<file path="config.mk">
export PLATFORM = sky130hd
export DESIGN_NAME = decode_rename_stall_event_select
export DESIGN_NICKNAME = d
export VERILOG_FILES = /design/src/hdl/stall_event_pkg.sv /design/src/hdl/decode_rename_stall_event_select.sv
export SDC_FILE = /design/constraint.sdc
export NUM_CORES = 1
export LEC_CHECK = 0
export BUFFER_PORTS_ARGS = -buffer_cell sky130_fd_sc_hd__buf_2
export CORE_MARGIN = 5
export CORE_UTILIZATION = 39
export CTS_CLUSTER_SIZE = 30
export DETAILED_ROUTE_END_ITERATION = 8
export GPL_ROUTABILITY_DRIVEN = 0
export SLEW_MARGIN = 20
export SYNTH_ARGS = -nofsm -noshare
export SYNTH_HDL_FRONTEND = slang
export SYNTH_SLANG_ARGS = --single-unit
</file>
<file path="constraint.sdc">
create_clock -name i_mclk -period 9.53 [get_ports i_mclk]
set_clock_uncertainty 0.05 [all_clocks]
set_input_delay 1.906 -clock i_mclk [delete_from_list [all_inputs] [get_ports i_mclk]]
set_output_delay 1.906 -clock i_mclk [all_outputs]
set_load 0.03 [all_outputs]
</file>
<file path="src/hdl/stall_event_pkg.sv">
package stall_event_pkg;

  // ***************************************************************
  // event selection codes
  // ***************************************************************
  localparam logic [7:0] EVT_DECODED = 8'hd1;
  localparam logic [7:0] UM_STACK_FOLD = 8'h04;
  localparam logic [7:0] UM_STACK_SYNC = 8'h08;
  localparam logic [7:0] EVT_ALLOC_STALL = 8'hd2;
  localparam logic [7:0] UM_STALL_FLAG = 8'h01;
  localparam logic [7:0] UM_STALL_PREG = 8'h02;
  localparam logic [7:0] UM_STALL_READPORT = 8'h04;
  localparam logic [7:0] UM_STALL_SERIALIZE = 8'h08;
  localparam logic [7:0] UM_STALL_TOTAL = 8'h0f;
  localparam logic [7:0] EVT_SEG_ALIAS = 8'hd4;
  localparam logic [7:0] UM_SEG_ALIAS = 8'h01;

  // ***************************************************************
  // widths and reset values
  // ***************************************************************
  localparam int LANES = 4;
  localparam int INC_W = 3;
  localparam int DELTA_W = 8;
  localparam int SP_W = 32;
  localparam int OFS_W = 16;
  localparam int FLAG_W = 6;
  localparam int NREGS = 16;
  localparam int REG_IDX_W = 4;
  localparam int NSEGS = 4;
  localparam int SEG_IDX_W = 2;
  localparam logic [SP_W-1:0] SP_RESET = 32'h0000_0000;
  localparam logic [OFS_W-1:0] OFS_RESET = 16'h0000;
  localparam logic [FLAG_W-1:0] FLAG_ALL = 6'h3f;
  localparam logic [INC_W-1:0] INC_ZERO = 3'h0;

  // ***************************************************************
  // selected condition
  // ***************************************************************
  typedef enum logic [8:0] {
    SEL_NONE      = 9'h001,
    SEL_FOLD      = 9'h002,
    SEL_SYNC      = 9'h004,
    SEL_FLAG      = 9'h008,
    SEL_PREG      = 9'h010,
    SEL_READPORT  = 9'h020,
    SEL_SERIALIZE = 9'h040,
    SEL_TOTAL     = 9'h080,
    SEL_SEG       = 9'h100
  } sel_e;

  // ***************************************************************
  // carriers
  // ***************************************************************
  typedef struct packed {
    logic [7:0] code;
    logic [7:0] umask;
  } evt_sel_s;

  typedef struct packed {
    logic valid;
    logic stack_op;
    logic signed [DELTA_W-1:0] delta;
  } dec_lane_s;

  typedef struct packed {
    logic valid;
    logic [FLAG_W-1:0] mask;
  } flag_op_s;

  typedef struct packed {
    logic valid;
    logic partial;
    logic [REG_IDX_W-1:0] idx;
  } reg_op_s;

  typedef struct packed {
    logic valid;
    logic [SEG_IDX_W-1:0] idx;
  } seg_op_s;

  typedef struct packed {
    logic [INC_W-1:0] fold_cnt;
    logic sync;
    logic flag;
    logic preg;
    logic readport;
    logic serialize;
    logic total;
    logic seg;
  } cond_s;

  // map a programmed code and mask to a condition, none if unlisted
  function automatic sel_e sel_decode(input evt_sel_s s);
    sel_e r;
    r = SEL_NONE;
    if (s.code == EVT_DECODED && s.umask == UM_STACK_FOLD) r = SEL_FOLD;
    if (s.code == EVT_DECODED && s.umask == UM_STACK_SYNC) r = SEL_SYNC;
    if (s.code == EVT_ALLOC_STALL) begin
      case (s.umask)
        UM_STALL_FLAG: r = SEL_FLAG;
        UM_STALL_PREG: r = SEL_PREG;
        UM_STALL_READPORT: r = SEL_READPORT;
        UM_STALL_SERIALIZE: r = SEL_SERIALIZE;
        UM_STALL_TOTAL: r = SEL_TOTAL;
        default: r = SEL_NONE;
      endcase
    end
    if (s.code == EVT_SEG_ALIAS && s.umask == UM_SEG_ALIAS) r = SEL_SEG;
    return r;
  endfunction

endpackage

// ***************************************************************
// event multiplexer: one registered increment for the counter
// ***************************************************************
module event_select (
  // clock and reset
  input wire logic i_mclk,
  input wire logic i_rst,
  // selection and conditions
  input stall_event_pkg::evt_sel_s i_sel,
  input stall_event_pkg::cond_s i_cond,
  // counter side
  output logic [stall_event_pkg::INC_W-1:0] o_inc,
  output logic o_match
);

  stall_event_pkg::sel_e sel;
  logic [stall_event_pkg::INC_W-1:0] inc_d, inc_q;
  logic match_d, match_q;

  // pick the condition; unlisted selections pass nothing
  always_comb begin
    sel = stall_event_pkg::sel_decode(i_sel);
    match_d = (sel != stall_event_pkg::SEL_NONE);
    inc_d = stall_event_pkg::INC_ZERO;
    case (sel)
      stall_event_pkg::SEL_FOLD: inc_d = i_cond.fold_cnt;
      stall_event_pkg::SEL_SYNC: inc_d = {2'h0, i_cond.sync};
      stall_event_pkg::SEL_FLAG: inc_d = {2'h0, i_cond.flag};
      stall_event_pkg::SEL_PREG: inc_d = {2'h0, i_cond.preg};
      stall_event_pkg::SEL_READPORT: begin
        inc_d = {2'h0, i_cond.readport};
      end
      stall_event_pkg::SEL_SERIALIZE: begin
        inc_d = {2'h0, i_cond.serialize};
      end
      stall_event_pkg::SEL_TOTAL: inc_d = {2'h0, i_cond.total};
      stall_event_pkg::SEL_SEG: inc_d = {2'h0, i_cond.seg};
      default: inc_d = stall_event_pkg::INC_ZERO;
    endcase
  end

  always_ff @(posedge i_mclk) begin
    if (i_rst) begin
      inc_q <= stall_event_pkg::INC_ZERO;
      match_q <= 1'b0;
    end else begin
      inc_q <= inc_d;
      match_q <= match_d;
    end
  end

  assign o_inc = inc_q;
  assign o_match = match_q;

endmodule // event_select

</file>
<file path="src/hdl/decode_rename_stall_event_select.sv">
// Summary of operation
// - d1h/04h counts decoded stack-pointer instructions
// - stack ops update delta register, no uop
// - d1h/08h counts delta-to-pointer sync operations
// - d2h/01h counts flag-related stall cycles
// - flag stall: consumer needs flags left unmodified
// - d2h/02h counts partial-register stall cycles
// - d2h/04h counts read-port stall cycles
// - retried read-port stall cycle counted again
// - d2h/08h counts scoreboard serialization stall cycles
// - d2h/0fh counts flag, partial-register, read-port and status word stall cycles, not serialization
// - d4h/01h counts segment rename stall cycles
// - second update to pending segment stalls front end
module decode_rename_stall_event_select #(
  parameter int LANES = stall_event_pkg::LANES
) (
  // clock and reset
  input wire logic i_mclk,
  input wire logic i_rst,
  // counter programming
  input stall_event_pkg::evt_sel_s i_evt_sel,
  // decode stage
  input stall_event_pkg::dec_lane_s [LANES-1:0] i_dec,
  input wire logic i_sync_req,
  // flag producer and consumer
  input stall_event_pkg::flag_op_s i_flag_wr,
  input stall_event_pkg::flag_op_s i_flag_rd,
  // register writer and reader
  input stall_event_pkg::reg_op_s i_reg_wr,
  input stall_event_pkg::reg_op_s i_reg_rd,
  // stall levels from the allocation stage
  input wire logic i_readport_stall,
  input wire logic i_serialize_stall,
  input wire logic i_fpu_status_word_stall,
  // segment rename and retire
  input stall_event_pkg::seg_op_s i_seg_update,
  input stall_event_pkg::seg_op_s i_seg_retire,
  // counter side
  output logic [stall_event_pkg::INC_W-1:0] o_count_inc,
  output logic o_sel_match,
  // stack pointer state
  output logic [stall_event_pkg::SP_W-1:0] o_stack_pointer,
  output logic [stall_event_pkg::OFS_W-1:0] o_stack_delta_register,
  // front end hold
  output logic o_frontend_stall
);

  // ***************************************************************
  // elaboration checks
  // ***************************************************************

  // the increment field must hold a full decode group
  if (LANES < 1 ||
      LANES >= (1 << stall_event_pkg::INC_W)) begin : g_lanes_chk
    $error("LANES out of range for increment width");
  end

  // sign extension of a lane delta needs a wider offset
  if (stall_event_pkg::OFS_W <= stall_event_pkg::DELTA_W) begin : g_ofs_chk
    $error("offset not wider than a lane delta");
  end

  // the offset is sign extended into the pointer on a sync
  if (stall_event_pkg::SP_W <= stall_event_pkg::OFS_W) begin : g_sp_chk
    $error("pointer not wider than the offset");
  end

  // every index must name exactly one tracked register or segment
  if (stall_event_pkg::NREGS !=
      (1 << stall_event_pkg::REG_IDX_W)) begin : g_reg_chk
    $error("register count does not match its index width");
  end
  if (stall_event_pkg::NSEGS !=
      (1 << stall_event_pkg::SEG_IDX_W)) begin : g_seg_chk
    $error("segment count does not match its index width");
  end

  // ***************************************************************
  // stack pointer folding
  // ***************************************************************

  logic [stall_event_pkg::SP_W-1:0] sp_d, sp_q;
  logic [stall_event_pkg::OFS_W-1:0] ofs_d, ofs_q;
  logic [stall_event_pkg::OFS_W-1:0] lane_sum;
  logic [stall_event_pkg::INC_W-1:0] fold_cnt;
  logic sync_evt;

  // sum the deltas of this cycle's stack ops, sign extended
  // invalid lanes and non-stack lanes add nothing
  function automatic logic [stall_event_pkg::OFS_W-1:0] delta_sum(
    input stall_event_pkg::dec_lane_s [LANES-1:0] d
  );
    logic [stall_event_pkg::OFS_W-1:0] s;
    s = stall_event_pkg::OFS_RESET;
    for (int i = 0; i < LANES; i++) begin
      if (d[i].valid && d[i].stack_op) begin
        s = s + {{(stall_event_pkg::OFS_W - stall_event_pkg::DELTA_W)
                 {d[i].delta[stall_event_pkg::DELTA_W-1]}}, d[i].delta};
      end
    end
    return s;
  endfunction

  // count the stack ops decoded in this group
  function automatic logic [stall_event_pkg::INC_W-1:0] fold_count(
    input stall_event_pkg::dec_lane_s [LANES-1:0] d
  );
    logic [stall_event_pkg::INC_W-1:0] c;
    c = stall_event_pkg::INC_ZERO;
    for (int i = 0; i < LANES; i++) begin
      if (d[i].valid && d[i].stack_op) begin
        c = c + 3'h1;
      end
    end
    return c;
  endfunction

  // fold deltas into the offset; a sync adds it to the pointer.
  // deltas decoded in the sync cycle start the fresh offset so none
  // is lost or applied twice
  // the offset wraps at its width; a long run of stack ops without a
  // sync loses the carry, which callers must keep within range
  always_comb begin
    lane_sum = delta_sum(i_dec);
    fold_cnt = fold_count(i_dec);
    sync_evt = i_sync_req;
    sp_d = sp_q;
    ofs_d = ofs_q + lane_sum;
    if (i_sync_req) begin
      sp_d = sp_q + {{(stall_event_pkg::SP_W - stall_event_pkg::OFS_W)
                     {ofs_q[stall_event_pkg::OFS_W-1]}}, ofs_q};
      ofs_d = lane_sum;
    end
  end

  always_ff @(posedge i_mclk) begin
    if (i_rst) begin
      sp_q <= stall_event_pkg::SP_RESET;
      ofs_q <= stall_event_pkg::OFS_RESET;
    end else begin
      sp_q <= sp_d;
      ofs_q <= ofs_d;
    end
  end

  // ***************************************************************
  // partial flag tracking
  // ***************************************************************

  logic [stall_event_pkg::FLAG_W-1:0] fmask_d, fmask_q;
  logic fpart_d, fpart_q;
  logic flag_stall;

  // remember which flags the last producer wrote; a consumer that
  // needs any other flag waits for a merge. the check uses the old
  // mask, so a consumer in the producer's own cycle sees the prior one
  // only the latest producer is remembered, so an older partial write
  // hidden behind a full one never causes a stall
  always_comb begin
    flag_stall = i_flag_rd.valid && fpart_q &&
                 ((i_flag_rd.mask & ~fmask_q) != '0);
    fmask_d = fmask_q;
    fpart_d = fpart_q;
    if (i_flag_wr.valid) begin
      fmask_d = i_flag_wr.mask;
      fpart_d = (i_flag_wr.mask != stall_event_pkg::FLAG_ALL);
    end
  end

  always_ff @(posedge i_mclk) begin
    if (i_rst) begin
      fmask_q <= stall_event_pkg::FLAG_ALL;
      fpart_q <= 1'b0;
    end else begin
      fmask_q <= fmask_d;
      fpart_q <= fpart_d;
    end
  end

  // ***************************************************************
  // partial register tracking
  // ***************************************************************

  logic [stall_event_pkg::NREGS-1:0] preg_d, preg_q;
  logic preg_stall;

  // a read of a partly written register costs extra latency; the
  // merge clears the mark, but a new partial write in the same cycle
  // to the same register wins over that clear
  // a read in the writer's own cycle sees the old mark, so its stall
  // shows on the next read of that register
  always_comb begin
    preg_stall = i_reg_rd.valid && preg_q[i_reg_rd.idx];
    preg_d = preg_q;
    if (preg_stall) begin
      preg_d[i_reg_rd.idx] = 1'b0;
    end
    if (i_reg_wr.valid) begin
      preg_d[i_reg_wr.idx] = i_reg_wr.partial;
    end
  end

  always_ff @(posedge i_mclk) begin
    if (i_rst) begin
      preg_q <= '0;
    end else begin
      preg_q <= preg_d;
    end
  end

  // ***************************************************************
  // segment rename resources
  // ***************************************************************

  logic [stall_event_pkg::NSEGS-1:0] seg_pend_d, seg_pend_q;
  logic seg_stall_d, seg_stall_q;
  logic [stall_event_pkg::SEG_IDX_W-1:0] seg_wait_d, seg_wait_q;
  logic retire_hit;

  // one rename in flight per segment. a second update to a pending
  // segment holds the front end; the held update is presented again
  // after release. a retire and a fresh rename of the same segment
  // in one cycle leave it pending
  // only one held update is remembered: further updates during a stall
  // are refused and the front end must present them again
  always_comb begin
    seg_pend_d = seg_pend_q;
    seg_stall_d = seg_stall_q;
    seg_wait_d = seg_wait_q;
    retire_hit = i_seg_retire.valid &&
                 (i_seg_retire.idx == i_seg_update.idx);
    if (i_seg_retire.valid) begin
      seg_pend_d[i_seg_retire.idx] = 1'b0;
    end
    if (seg_stall_q) begin
      if (i_seg_retire.valid && i_seg_retire.idx == seg_wait_q) begin
        seg_stall_d = 1'b0;
      end
    end else if (i_seg_update.valid) begin
      if (seg_pend_q[i_seg_update.idx] && !retire_hit) begin
        seg_stall_d = 1'b1;
        seg_wait_d = i_seg_update.idx;
      end else begin
        seg_pend_d[i_seg_update.idx] = 1'b1;
      end
    end
  end

  always_ff @(posedge i_mclk) begin
    if (i_rst) begin
      seg_pend_q <= '0;
      seg_stall_q <= 1'b0;
      seg_wait_q <= '0;
    end else begin
      seg_pend_q <= seg_pend_d;
      seg_stall_q <= seg_stall_d;
      seg_wait_q <= seg_wait_d;
    end
  end

  // ***************************************************************
  // condition bundle and selection
  // ***************************************************************

  stall_event_pkg::cond_s cond;

  // read-port stall is a level, so a retried cycle counts again; the
  // total leaves out scoreboard serialization, which is separate
  // the status word stall has no selection of its own and only feeds
  // the total
  always_comb begin
    cond.fold_cnt = fold_cnt;
    cond.sync = sync_evt;
    cond.flag = flag_stall;
    cond.preg = preg_stall;
    cond.readport = i_readport_stall;
    cond.serialize = i_serialize_stall;
    cond.total = i_readport_stall || preg_stall || flag_stall ||
                 i_fpu_status_word_stall;
    cond.seg = seg_stall_q;
  end

  // the selector registers the increment, so it lags its cause by one
  // cycle; the counter sees a clean flip-flop output
  event_select u_event_select (
    .i_mclk(i_mclk),
    .i_rst(i_rst),
    .i_sel(i_evt_sel),
    .i_cond(cond),
    .o_inc(o_count_inc),
    .o_match(o_sel_match)
  );

  // ***************************************************************
  // outputs
  // ***************************************************************

  // every output comes straight from a flip-flop
  assign o_stack_pointer = sp_q;
  assign o_stack_delta_register = ofs_q;
  assign o_frontend_stall = seg_stall_q;

endmodule // decode_rename_stall_event_select

</file>
# Yosys cells after proc, flatten, opt, wreduce, memory -nomap -nowiden
# Cells that the tools add are included.
[classes]
add_sub_neg = 8
n_lt_le_gt_ge = 8
eq_ne = 20
mux = 38
n_bitwise = 8
reduce_logical = 23
[ops]
columns = ["operator", "n"]
rows = [
  ["2-to-1 mux 16 bit", 7],
  ["adder 16 bit", 4],
  ["case mux 8 bit (5 select lines)", 1],
  ["adder 32 bit", 1],
  ["== test 8 bit (second input constant)", 3],
  ["case mux 3 bit (8 select lines)", 1],
  ["2-to-1 mux 9 bit", 2],
  ["logical AND 1 bit", 17],
  ["bitwise AND 16 bit", 1],
  ["bitwise mux 16 bit", 1],
  ["== test 8 x 4 -> 1 bit (second input constant)", 2],
  ["2-to-1 mux 4 bit", 4],
  ["inverter 16 bit", 1],
  ["2-to-1 mux 3 bit", 4],
  ["2-to-1 mux 1 bit", 11],
  ["< comparator 4 x 5 -> 1 bit (second input constant)", 2],
  ["adder 3 x 1 -> 3 bit (second input constant)", 3],
  ["== test 9 x 2 -> 1 bit (second input constant)", 1],
  ["== test 9 x 3 -> 1 bit (second input constant)", 1],
  ["== test 9 x 4 -> 1 bit (second input constant)", 1],
  ["== test 9 x 5 -> 1 bit (second input constant)", 1],
  ["== test 9 x 6 -> 1 bit (second input constant)", 1],
  ["== test 9 x 7 -> 1 bit (second input constant)", 1],
  ["== test 9 x 8 -> 1 bit (second input constant)", 1],
  ["other kinds (25)", 33],
]
[totals]
register_bits = 82
input_bits = 94
output_inout_bits = 53
word_cells = 115

# Longest topological paths before layout
[depth]
ltp_word = 11
depth_mapped = 37
mapped_depth_nobuf = 37

# Cells and area by module
# From an unflattened synthesis, not the netlist that was laid out.
[hier_totals]
cells_unflattened = 1050
area_unflattened_um2 = 8222.9
[by_module_without_submodules]
columns = ["mod", "instances", "cells_per_inst", "area_per_inst_um2"]
rows = [
  ["decode_rename_stall_event_select", 1, 1002, 7800.0],
  ["event_select", 1, 48, 422.9],
]

# Worst setup path after synthesis
# Ideal clock, no wire load.
[synth_path]
path_kind = "input -> register"
start = "in i_dec[1] (netlist bit)"
end = "reg ofs_q (netlist bit o_stack_delta_register[15])"
setup_ns = 0.123
arrival_time_ns = 8.214
t_required_ns = 9.357
slack_ns = 1.143
stages = 35
n_path_buf = 0
cell_sequence = "and3_1 ha_1 a21o_1 a21o_1 maj3_1 nand3_1 and3b_1 o21bai_1 a21oi_1 fa_1 o21ai_0 ha_1 a211oi_1 a21oi_1 o211ai_1 a21boi_0 o31ai_1 ha_1 a21oi_1 nand2_1 nor3_1 nor2_1 a21o_1 a21oi_1 xnor2_1 nand2_1 nand2_1 ha_1 or2_2 a21oi_1 a31oi_1 xor2_1 nand2_1 nor2_1 mux2_1"
[synth_between]
elab_chain_len = 9
[synth_rtl]
columns = ["item", "line_no", "rtl"]
rows = [
  ["start, declared", "decode_rename_stall_event_select.sv:23", "input stall_event_pkg::dec_lane_s [LANES-1:0] i_dec,"],
  ["2-to-1 mux 16 bit *", "decode_rename_stall_event_select.sv:96", "if (d[i].valid && d[i].stack_op) begin"],
  ["adder 16 bit", "decode_rename_stall_event_select.sv:97", "s = s + {{(stall_event_pkg::OFS_W - stall_event_pkg::DELTA_W)"],
  ["2-to-1 mux 16 bit *", "decode_rename_stall_event_select.sv:96", ""],
  ["adder 16 bit", "decode_rename_stall_event_select.sv:97", ""],
  ["2-to-1 mux 16 bit *", "decode_rename_stall_event_select.sv:96", ""],
  ["adder 16 bit", "decode_rename_stall_event_select.sv:97", ""],
  ["2-to-1 mux 16 bit *", "decode_rename_stall_event_select.sv:96", ""],
  ["adder 16 bit", "decode_rename_stall_event_select.sv:128", "ofs_d = ofs_q + lane_sum;"],
  ["2-to-1 mux 16 bit *", "decode_rename_stall_event_select.sv:129", "if (i_sync_req) begin"],
  ["end signal, assigned", "decode_rename_stall_event_select.sv:139", "ofs_q <= stall_event_pkg::OFS_RESET;"],
  ["end signal, assigned", "decode_rename_stall_event_select.sv:142", "ofs_q <= ofs_d;"],
  ["end, declared", "decode_rename_stall_event_select.sv:83", "logic [stall_event_pkg::OFS_W-1:0] ofs_d, ofs_q;"],
]
# Every way passes the cells marked *; elsewhere a longest branch is shown, timed or not.
# A chain may end at the register's enable or synchronous reset.

# Final worst setup path
[layout_path]
start = "in i_dec[9] (netlist bit)"
end = "reg ofs_q (netlist bit o_stack_delta_register[15])"
[layout_between]
elab_chain_len = 10
[layout_rtl]
columns = ["item", "line_no"]
rows = [
  ["logical AND 1 bit *", "decode_rename_stall_event_select.sv:96"],
  ["2-to-1 mux 16 bit *", "decode_rename_stall_event_select.sv:96"],
  ["adder 16 bit", "decode_rename_stall_event_select.sv:97"],
  ["2-to-1 mux 16 bit *", "decode_rename_stall_event_select.sv:96"],
  ["adder 16 bit", "decode_rename_stall_event_select.sv:97"],
  ["2-to-1 mux 16 bit *", "decode_rename_stall_event_select.sv:96"],
  ["adder 16 bit", "decode_rename_stall_event_select.sv:97"],
  ["2-to-1 mux 16 bit *", "decode_rename_stall_event_select.sv:96"],
  ["adder 16 bit", "decode_rename_stall_event_select.sv:128"],
  ["2-to-1 mux 16 bit *", "decode_rename_stall_event_select.sv:129"],
]
# Marks and branches as above.

==> out/metrics.yaml <==
netlist-cell-type-count: 88
syn-num-nets: 1298
grt_pass1_wl_mm: 38.42
drt_iter0_markers: 421
hp-start: "preg_q[1]"
async_reset_ff_share_pct: 0
critPathRequiredTime_ns: 9.71
p_comb_share_pct: 49.0
cts_max_level: 3
core_um2: 21820
nets: 1410
max_freq_mhz: 112.6
drt_pass1_iterations: 4
hold_ws_ns: 0.4290
ant_nets: 0
hpwl_mm: 17.90
leakage_uw: 0.004539
ys_seq_area_share_pct: 19.01
maxSlewHeadroom_pct: 47.72
cts_resized: 0
num_rows: 54
use_met3_pct: 2.851
synth_common_cells: "nor2_1 (97), a21oi_1 (95), ha_1 (90)"
crit_type: "input port to register"
period_share_pct: 93.22
fin_crit_ns: 8.884
synth.avg_cell_area_um2: 7.794
grt_start_max_net_pins: 62
routed_via_density: 5.537
wl_mm: 23.10
cp-end-kind: "register"
antenna_found_initial: 2
status: "finished, final reports clean"
clk_root_buffer_cell: "clkbuf_16"
cts_tree: "done"
grt_busiest_layer: "met2"
clock_power_share_pct: 24.8
ios: 147
slew_viol_final: 0
areaGrowthSynthToFinish_pct: 14.65
ys.flop_type: "dfxtp_1"
max-cap-violations: 0
synth-seq-cells: 82
p_int_uw: 955.4
cp_slowest_cell: "fa_1"
port_buffers: 145
antenna_cells: 0
clock-sinks: 82
hold_viol: 0
fin_tns_setup_ns: 0
arrival_ns: 9.06
rsz0062_at_grt: "no"
cts_setup_buffers: 0
grt_use_total_pct: 17.67
setup.worst_path.start_class: "input port"
grt_util_met2_pct: 28.89
initial_utilization_pct: 39.57
synth_most_common_cell: "nor2_1"
finalSetupViolCount: 0
crit_start: "i_dec[9]"
dieArea_um2: 25220
vias: 8333
grt_overflow: 0
synth_area_um2: 8636
p_per_area_nw_per_um2: 162.0
grt_util_met1_pct: 23.91
netSwitchingFraction_pct: 40.44
clkLatencyLatePin_ns: 0.34
clkTransAtPathRegs_ns: 0.06
sequentialPowerShare_pct: 26.2
ctsLongestPathBuffers: 2
ir_drop_mv: 0.1029
die_w_um: 158.8
die_y_um: 158.8
grt_pass1_vias: 7975
syn_inst: 1108
min_path_cells: 2
min_path_type: "register to register"
crit_fanout: 8
cpMostUsedCell: "a21oi_1"
ff2ff_path_depth: 12
drcViolationCount: 0
holdBufCountCts: 0
synth.top_cells.by_area: "dfxtp_1 (19%), ha_1 (13%), a21oi_1 (5.5%)"
synth_top_area_share_pct: 19.01
switchingPower_uw: 648.8
synth-edff-count: 0
drive_gt1_share_pct: 16.82
slowest_delay_ns: 0.42
r2r-start: "o_stack_delta_register[0]"
wire_per_inst_um: 15.35
yosysWarnings: 0
cts-buffers-inserted: 9
worst_slew_pin_slew_ns: 0.7841
synth_top_cell_by_area: "dfxtp_1"
## critical path: cells and delay by family
kind	cells	cell delay [ns]
AO/OA/AOI/OAI	16	3.05
adder cells (fa/ha/maj)	6	1.98
AND/OR/NAND/NOR	10	1.37
XOR/XNOR	2	0.31
multiplexers	1	0.31
buffers and inverters	1	0.13
## path summary, 6_finish.rpt
check	to	slack, ns
min	preg_q[1]	0.43
max reg2reg	o_stack_pointer[26]	6.42
max	o_stack_delta_register[15]	0.65
min reg2reg	preg_q[1]	0.43
## sequential cells by signal (all words and copies together) (netlist names)
signal and cells:
fpart_q 1, o_stack_pointer 32, seg_wait_q 2, u_event_select.o_match 1, fmask_q 6, seg_pend_q 4, u_event_select.o_inc 3, o_frontend_stall 1
preg_q 16, o_stack_delta_register 16
## kinds of logic (layout without fill, tap and decap cells)
group                    after synthesis  after routing  share of synthesized area, %
flip-flops                            82             82                         19.01
buffers and inverters                 95            212                         4.187
adder cells (fa/ha/maj)               98             98                         14.68
XOR/XNOR                              71             71                         7.360
AO/OA/AOI/OAI                        338            338                         27.07
multiplexers                          36             36                         5.172
AND/OR/NAND/NOR                      388            388                         22.53
## placed cells by master, fill, tap and decap left out, types with 16 or more instances in the layout
master / n
nor2b_1: 20
buf_2: 145
nor2_1: 97
mux2i_1: 21
a21oi_1: 95
o21a_1: 17
nand4_1: 16
o221ai_1: 19
and3_1: 21
nand3_1: 46
xor2_1: 24
nand2_1: 85
o21ai_0: 40
a21o_1: 30
dfxtp_1: 82
nor3_1: 27
inv_1: 44
o21ai_1: 17
xnor2_1: 46
nand2b_1: 19
ha_1: 90
## cell type report
type / count / area [um2]
Fill cell: 2206 / 11920
Multi-Input combinational cell: 931 / 6633
Sequential cell: 82 / 1642
Timing Repair Buffer: 149 / 755.7
Tap cell: 280 / 350.3
Clock buffer: 9 / 225.2
Inverter: 47 / 177.7
Clock inverter: 7 / 117.6
## metrics by stage
stage / cells / total power, uW / utilization [%] / cell area [um2] / setup slack (ns)
after CTS: 1505 / 1619 / 45.37 / 9901 / 0.6553
after global placement: 1489 / 1201 / 43.80 / 9558 / 0.4604
after floorplan: 1108 / 1025 / - / 8636 / 1.143
final: 1505 / 1604 / 45.37 / 9901 / 0.6463
after detailed placement: 1489 / 1209 / 43.80 / 9558 / 0.3081
after global routing: 1505 / 1726 / 45.37 / 9901 / 0.05898
## power groups by stage
stage               registers, uW  logic [uW]  clock network (uW)
finish                        420         785                 399
global route                  426         873                 426
CTS                           421         785                 413
detailed placement            429         780                   0
global placement              428         773                   0
floorplan                     494         532                   0
## routing by layer
metal	part of all wire, %	up-vias
li1	-	4328
met1	48	3789
met2	45	185
met3	4.9	27
met4	1.8	4
met5	0.12	-
(Power assumes the default switching activity.)
